$ cat src/inc/pdio_params.svh
// Constants for the programmable digital I/O port
`ifndef PDIO_PARAMS_SVH
`define PDIO_PARAMS_SVH
`define PDIO_NUM_PINS 8
`define PDIO_DIR_RESET 8'h00
`define PDIO_VALUE_RESET 8'h00
`define PDIO_IRQ_EN_RESET 8'h00
`define PDIO_FLAGS_RESET 8'h00
`define PDIO_SYNC_STAGES 3
`endif

$ cat src/inc/pdio_pkg.sv
// Types shared by the programmable digital I/O port
package pdio_pkg;
  // Software access strobes with write data
  typedef struct packed {
    logic dir_wr;
    logic value_wr;
    logic irq_en_wr;
    logic flags_rd;
    logic [7:0] wdata;
  } pdio_sw_req_t;
  // Pin drive towards the pads
  typedef struct packed {
    logic [7:0] out;
    logic [7:0] oe;
  } pdio_pin_drive_t;
endpackage

$ cat src/hdl/pdio_sync.sv
// Three-stage pin synchroniser with agreement filter
`include "pdio_params.svh"
module pdio_sync #(
  parameter int WIDTH = 8
) (
  input wire logic i_clk,
  input wire logic i_sys_rst,
  input wire logic [WIDTH-1:0] i_async,
  output logic [WIDTH-1:0] o_stable
);
  logic [WIDTH-1:0] s1_reg;
  logic [WIDTH-1:0] s2_reg;
  logic [WIDTH-1:0] s3_reg;
  always_ff @(posedge i_clk or posedge i_sys_rst) begin
    if (i_sys_rst) begin
      s1_reg <= '0;
      s2_reg <= '0;
      s3_reg <= '0;
    end else begin
      s1_reg <= i_async;
      s2_reg <= s1_reg;
      s3_reg <= s2_reg;
    end
  end
  // Only take a new level once stages two and three agree
  wire logic [WIDTH-1:0] agree;
  genvar g;
  generate
    for (g = 0; g < WIDTH; g++) begin : g_bit
      assign agree[g] = (s2_reg[g] == s3_reg[g]);
    end
  endgenerate
  // One process owns the whole output word, so no bit has two drivers
  always_ff @(posedge i_clk or posedge i_sys_rst) begin
    if (i_sys_rst) begin
      o_stable <= '0;
    end else begin
      o_stable <= (s3_reg & agree) | (o_stable & ~agree);
    end
  end
endmodule // pdio_sync

$ cat src/hdl/pdio_port.sv
// Programmable digital I/O port with change-of-state interrupt
// What this block does
// - Eight general pins, each independently input or output.
// - Each direction bit selects input or output for its pin.
// - Data reads return sampled levels on input pins and the output latch on output pins; writes set output levels.
// - Data writes change only pins configured as outputs.
// - After reset every pin is an input.
// - Pin interrupts only when input and enable bit set; software orders setup.
// - Any edge on an enabled input pin raises the peripheral request.
// - Each detected change sets that pin's change flag.
// - Reading the change flags returns them and clears them.
// - Active-low request held until all pending flags are acknowledged.
// - Flag read clears all bits at once, except those of pins changing in the read cycle, and re-arms interrupts.
`include "pdio_params.svh"
module pdio_port #(
  parameter int NUM_PINS = `PDIO_NUM_PINS
) (
  // Clock and reset
  input wire logic i_clk,
  input wire logic i_sys_rst,
  // Software access
  input wire pdio_pkg::pdio_sw_req_t i_sw,
  // Register views
  output logic [NUM_PINS-1:0] o_pin_direction_reg,
  output logic [NUM_PINS-1:0] o_pin_value_reg,
  output logic [NUM_PINS-1:0] o_pin_irq_enable_reg,
  output logic [NUM_PINS-1:0] o_pin_change_flags,
  // Pins
  input wire logic [NUM_PINS-1:0] i_general_io_pins,
  output logic [NUM_PINS-1:0] o_general_io_pins,
  output logic [NUM_PINS-1:0] o_general_io_pins_oe,
  // Peripheral interrupt
  output logic o_peripheral_irq_line_n
);
  // ****************************************************************
  // Registers
  // ****************************************************************
  logic [NUM_PINS-1:0] dir_reg;
  logic [NUM_PINS-1:0] out_reg;
  logic [NUM_PINS-1:0] ien_reg;
  logic [NUM_PINS-1:0] flags_reg;
  logic [NUM_PINS-1:0] flags_next;
  logic [NUM_PINS-1:0] in_stable;
  logic [NUM_PINS-1:0] in_prev_reg;
  logic [NUM_PINS-1:0] change;
  logic [NUM_PINS-1:0] rd_view_reg;
  logic [NUM_PINS-1:0] flag_snap_reg;

  pdio_sync #(.WIDTH(NUM_PINS)) u_sync (
    .i_clk(i_clk),
    .i_sys_rst(i_sys_rst),
    .i_async(i_general_io_pins),
    .o_stable(in_stable)
  );

  // ****************************************************************
  // Direction and output data
  // ****************************************************************
  always_ff @(posedge i_clk or posedge i_sys_rst) begin
    if (i_sys_rst) begin
      dir_reg <= `PDIO_DIR_RESET;
    end else if (i_sw.dir_wr) begin
      dir_reg <= i_sw.wdata[NUM_PINS-1:0];
    end
  end

  // Input pins keep their old latch so turning them to outputs later is glitch free
  always_ff @(posedge i_clk or posedge i_sys_rst) begin
    if (i_sys_rst) begin
      out_reg <= `PDIO_VALUE_RESET;
    end else if (i_sw.value_wr) begin
      out_reg <= (out_reg & ~dir_reg) | (i_sw.wdata[NUM_PINS-1:0] & dir_reg);
    end
  end

  always_ff @(posedge i_clk or posedge i_sys_rst) begin
    if (i_sys_rst) begin
      ien_reg <= `PDIO_IRQ_EN_RESET;
    end else if (i_sw.irq_en_wr) begin
      ien_reg <= i_sw.wdata[NUM_PINS-1:0];
    end
  end

  // ****************************************************************
  // Change detection and flags
  // ****************************************************************
  always_ff @(posedge i_clk or posedge i_sys_rst) begin
    if (i_sys_rst) begin
      in_prev_reg <= '0;
    end else begin
      in_prev_reg <= in_stable;
    end
  end

  assign change = (in_stable ^ in_prev_reg) & ien_reg & ~dir_reg;

  // A change in the reading cycle survives the clear
  always_comb begin
    flags_next = flags_reg;
    if (i_sw.flags_rd) begin
      flags_next = '0;
    end
    flags_next = flags_next | change;
  end

  always_ff @(posedge i_clk or posedge i_sys_rst) begin
    if (i_sys_rst) begin
      flags_reg <= `PDIO_FLAGS_RESET;
    end else begin
      flags_reg <= flags_next;
    end
  end

  // Snapshot shown to software: the value at the read strobe is held
  always_ff @(posedge i_clk or posedge i_sys_rst) begin
    if (i_sys_rst) begin
      flag_snap_reg <= '0;
    end else if (i_sw.flags_rd) begin
      flag_snap_reg <= flags_reg;
    end
  end

  always_ff @(posedge i_clk or posedge i_sys_rst) begin
    if (i_sys_rst) begin
      o_peripheral_irq_line_n <= 1'b1;
    end else begin
      o_peripheral_irq_line_n <= ~(|flags_next);
    end
  end

  // ****************************************************************
  // Read view and pin drive
  // ****************************************************************
  always_ff @(posedge i_clk or posedge i_sys_rst) begin
    if (i_sys_rst) begin
      rd_view_reg <= '0;
    end else begin
      rd_view_reg <= (in_stable & ~dir_reg) | (out_reg & dir_reg);
    end
  end

  always_ff @(posedge i_clk or posedge i_sys_rst) begin
    if (i_sys_rst) begin
      o_general_io_pins <= '0;
      o_general_io_pins_oe <= '0;
    end else begin
      o_general_io_pins <= out_reg;
      o_general_io_pins_oe <= dir_reg;
    end
  end

  always_ff @(posedge i_clk or posedge i_sys_rst) begin
    if (i_sys_rst) begin
      o_pin_direction_reg <= '0;
      o_pin_irq_enable_reg <= '0;
    end else begin
      o_pin_direction_reg <= dir_reg;
      o_pin_irq_enable_reg <= ien_reg;
    end
  end

  assign o_pin_value_reg = rd_view_reg;
  assign o_pin_change_flags = flag_snap_reg;
endmodule // pdio_port

$ cat config.mk
export PLATFORM = sky130hd
export DESIGN_NAME = pdio_port
export DESIGN_NICKNAME = d
export VERILOG_FILES = /design/src/inc/pdio_pkg.sv /design/src/hdl/pdio_sync.sv /design/src/hdl/pdio_port.sv
export VERILOG_INCLUDE_DIRS = /design/src /design/src/inc
export SDC_FILE = /design/constraint.sdc
export NUM_CORES = 1
export LEC_CHECK = 0
export BUFFER_PORTS_ARGS = -buffer_cell sky130_fd_sc_hd__buf_2
export CAP_MARGIN = 20
export CORE_MARGIN = 2
export CORE_UTILIZATION = 35
export CTS_CLUSTER_DIAMETER = 60
export DETAILED_ROUTE_END_ITERATION = 8
export GPL_ROUTABILITY_DRIVEN = 0
export PLACE_DENSITY = 0.6
export SLEW_MARGIN = 15
export SYNTH_ARGS = -nofsm -noshare
export SYNTH_HDL_FRONTEND = slang
export SYNTH_SLANG_ARGS = --single-unit
$ cat constraint.sdc
create_clock -name i_clk -period 6.4 [get_ports i_clk]
set_clock_uncertainty 0.15 [all_clocks]
set_input_delay 0.32 -clock i_clk [delete_from_list [all_inputs] [get_ports i_clk]]
set_output_delay 0.32 -clock i_clk [all_outputs]
set_load 0.01 [all_outputs]
==> results.tsv <==
stage	metric	value	unit
synthesis	syn_nets	242	
die	core_area	10400	um2
setup_path	r2r_cells	4	
timing	setup-tns-final	0	ps
setup_path	critPathRequiredTime	6770	ps
setup_path	path_class	primary input to asynchronous set/reset pin	
hold_path	hp-class	primary input to register	
global_route	grt_pass1_vias	1956	
die	die_y	107	um
setup_path	crit_arrival	2170	ps
detailed_routing	vias_per_cell	4.29	
setup_path	reg2reg_to	o_peripheral_irq_line_n$_DFF_PP1_	
final_layout	nets	336	
setup_path	crit_start	i_sys_rst	
synthesis	ys_ff_latch	113	
power	leakagePower	2.30	nW
detailed_routing	ant_nets	0	
global_route	grt_first_pass_wirelength	10400	um
synthesis	yosysWarnings	0	
clock_tree	cts_setup_buffers	0	
timing	maxSlewViolCount	0	
global_route	grt_antenna_before_repair	0	
timing	relSlewSlack	45.6	%
timing	min_period	1790	ps
final_layout	final_common_cell	dfrtp_1	
detailed_routing	dr.pass1.iters	4	
synthesis	synth.yosys.seq_area_share	75.7	%
die	initial_core_util	36.1	%
global_route	overflow	0	
placed_design	portBuffers	70	
detailed_routing	post-route-drc-count	0	
detailed_routing	detail_route.wl_per_cell	13.7	um
power	p_per_area	395	nW/um2
global_route	grt_use_total	12.4	%
die	rows	37	
timing	grt_setup_unrepaired	no	
synthesis	postSynthCellCount	220	
final_layout	final_util	47.6	%
clock_tree	cts_hold_buffers	17	
clock_tree	cts_root_buffer	clkbuf_8	
final_layout	antenna_cells	0	
clock_tree	post_cts_resized	0	
setup_path	max_stage_delay	740	ps
detailed_routing	drt-initial-drc-count	74	
setup_path	slowest_stage	buf_4	
timing	setup_viol	0	
setup_path	setup.worst_path.end_class	asynchronous set/reset pin	
detailed_routing	vias	1986	
die	die_area	11500	um2
final_layout	drive_above_1_share	44.6	%
die	boundaryPins	71	
timing	worstMarginPinSlew	816	ps
setup_path	r2r_slack	5000	ps
clock_tree	cts.htree.levels	4	
run	drv_cap	0	
clock_tree	numCtsBuffers	17	
setup_path	critical_path.cell_chain	dlygate4sd3_1, buf_2, inv_4, buf_4	
setup_path	path_max_fanout	69	
setup_path	startpoint_type	primary input	
timing	post-route-period-util	28.0	%
power	vdd_drop_max	154	uV
placed_design	dp_hpwl	4070	um
clock_tree	cts_buffer_depth	2	
die	die_w	107	um
final_layout	final_cell_mix	dfrtp_1, buf_2, mux2_2, dlygate4sd3_1, clkbuf_16	
timing	max_freq	557	MHz
final_layout	syn_to_final_growth	32.1	%
clock_tree	path_clk_slew	60	ps
global_route	grt_max_degree	70	
clock_tree	clk_latency	500	ps
synthesis	syn_area_per_cell	17.0	um2
status	status	finished clean	
setup_path	endpoint	o_general_io_pins[5]$_DFF_PP0_	
clock_tree	cts_tree	yes	
synthesis	ys_types	17	
synthesis	syn_area	3740	um2
timing	hold_viol	0	
timing	fin_hold_ws	98.2	ps
clock_tree	cts.sinks	113	
detailed_routing	wirelength	6340	um
-- layer usage --
metal	up-vias	wire, um	GRT usage, %
met4	0	57	4.67
met5	-	0	0
met3	5	301	5.69
met2	52	3010	17.7
li1	936	-	-
met1	993	2970	16.5
-- metrics by stage --
step / std cells / power [mW] / area, um2 / setup slack [ps]
floorplan: 220 / 0.972 / 3740 / 2940
global placement: 414 / 1.04 / 4180 / 4570
detailed placement: 414 / 1.05 / 4180 / 4520
CTS: 463 / 1.98 / 4940 / 4510
global route: 463 / 2.05 / 4940 / 4320
finish: 463 / 1.95 / 4940 / 4610
-- worst max-delay path: cells and delay by family --
family	cells	cell delay (ps)
buffers and inverters	4	1780
-- cell families after synthesis --
| group | after synthesis | synth area share (%) |
|---|---|---|
| DFF | 113 | 75.7 |
| adders and majority gates | 8 | 2.14 |
| muxes | 40 | 12.0 |
| and+or+nand+nor | 25 | 3.95 |
| xor gates and xnor gates | 8 | 1.87 |
| buffers and inverters | 18 | 2.84 |
| AOI/OAI and AO/OA | 8 | 1.47 |
-- cell usage after synthesis, drive strengths merged --
library cell	instances	share of area (%)
buf	13	2.3
inv	5	0.50
dfrtp	112	75
nand3b	8	1.7
nor4	1	0.33
nand2	12	1.2
dfstp	1	0.70
or2b	1	0.20
xor2	8	1.9
o2111ai	4	0.94
maj3	8	2.1
mux2	40	12
o21ai	4	0.54
nand2b	3	0.50
-- worst min-delay path by stage --
| stage | start | to | slack, ps | depth (start not counted) |
|---|---|---|---|---|
| floorplan | u_sync.s1_reg[0]$_DFF_PP0_ | u_sync.s2_reg[0]$_DFF_PP0_ | 180 | 0 |
| global placement | u_sync.s1_reg[4]$_DFF_PP0_ | u_sync.s2_reg[4]$_DFF_PP0_ | 180 | 0 |
| detailed placement | u_sync.s1_reg[2]$_DFF_PP0_ | u_sync.s2_reg[2]$_DFF_PP0_ | 180 | 0 |
| CTS | i_sw[8] | flags_reg[6]$_DFF_PP0_ | 80 | 2 |
| global route | i_sw[8] | flags_reg[6]$_DFF_PP0_ | 90 | 2 |
| finish | i_sw[8] | flags_reg[6]$_DFF_PP0_ | 100 | 2 |
-- final cells by class --
class                           count  area (um2)
Sequential cell                   113        2830
Fill cell                         947        5430
Timing Repair Buffer               88         528
Clock inverter                     15         173
Tap cell                          136         170
Clock buffer                       17         414
Inverter                            5        21.3
Multi-Input combinational cell     89         803
-- power by group --
part	total [mW]	leakage (nW)	switching, mW	internal (mW)
Combinational	0.186	0.678	0.0905	0.0954
Sequential	0.853	1.34	0.0482	0.804
Clock	0.913	0.279	0.348	0.565
Total	1.95	2.30	0.487	1.46
Power figures use the tool's default switching activity.
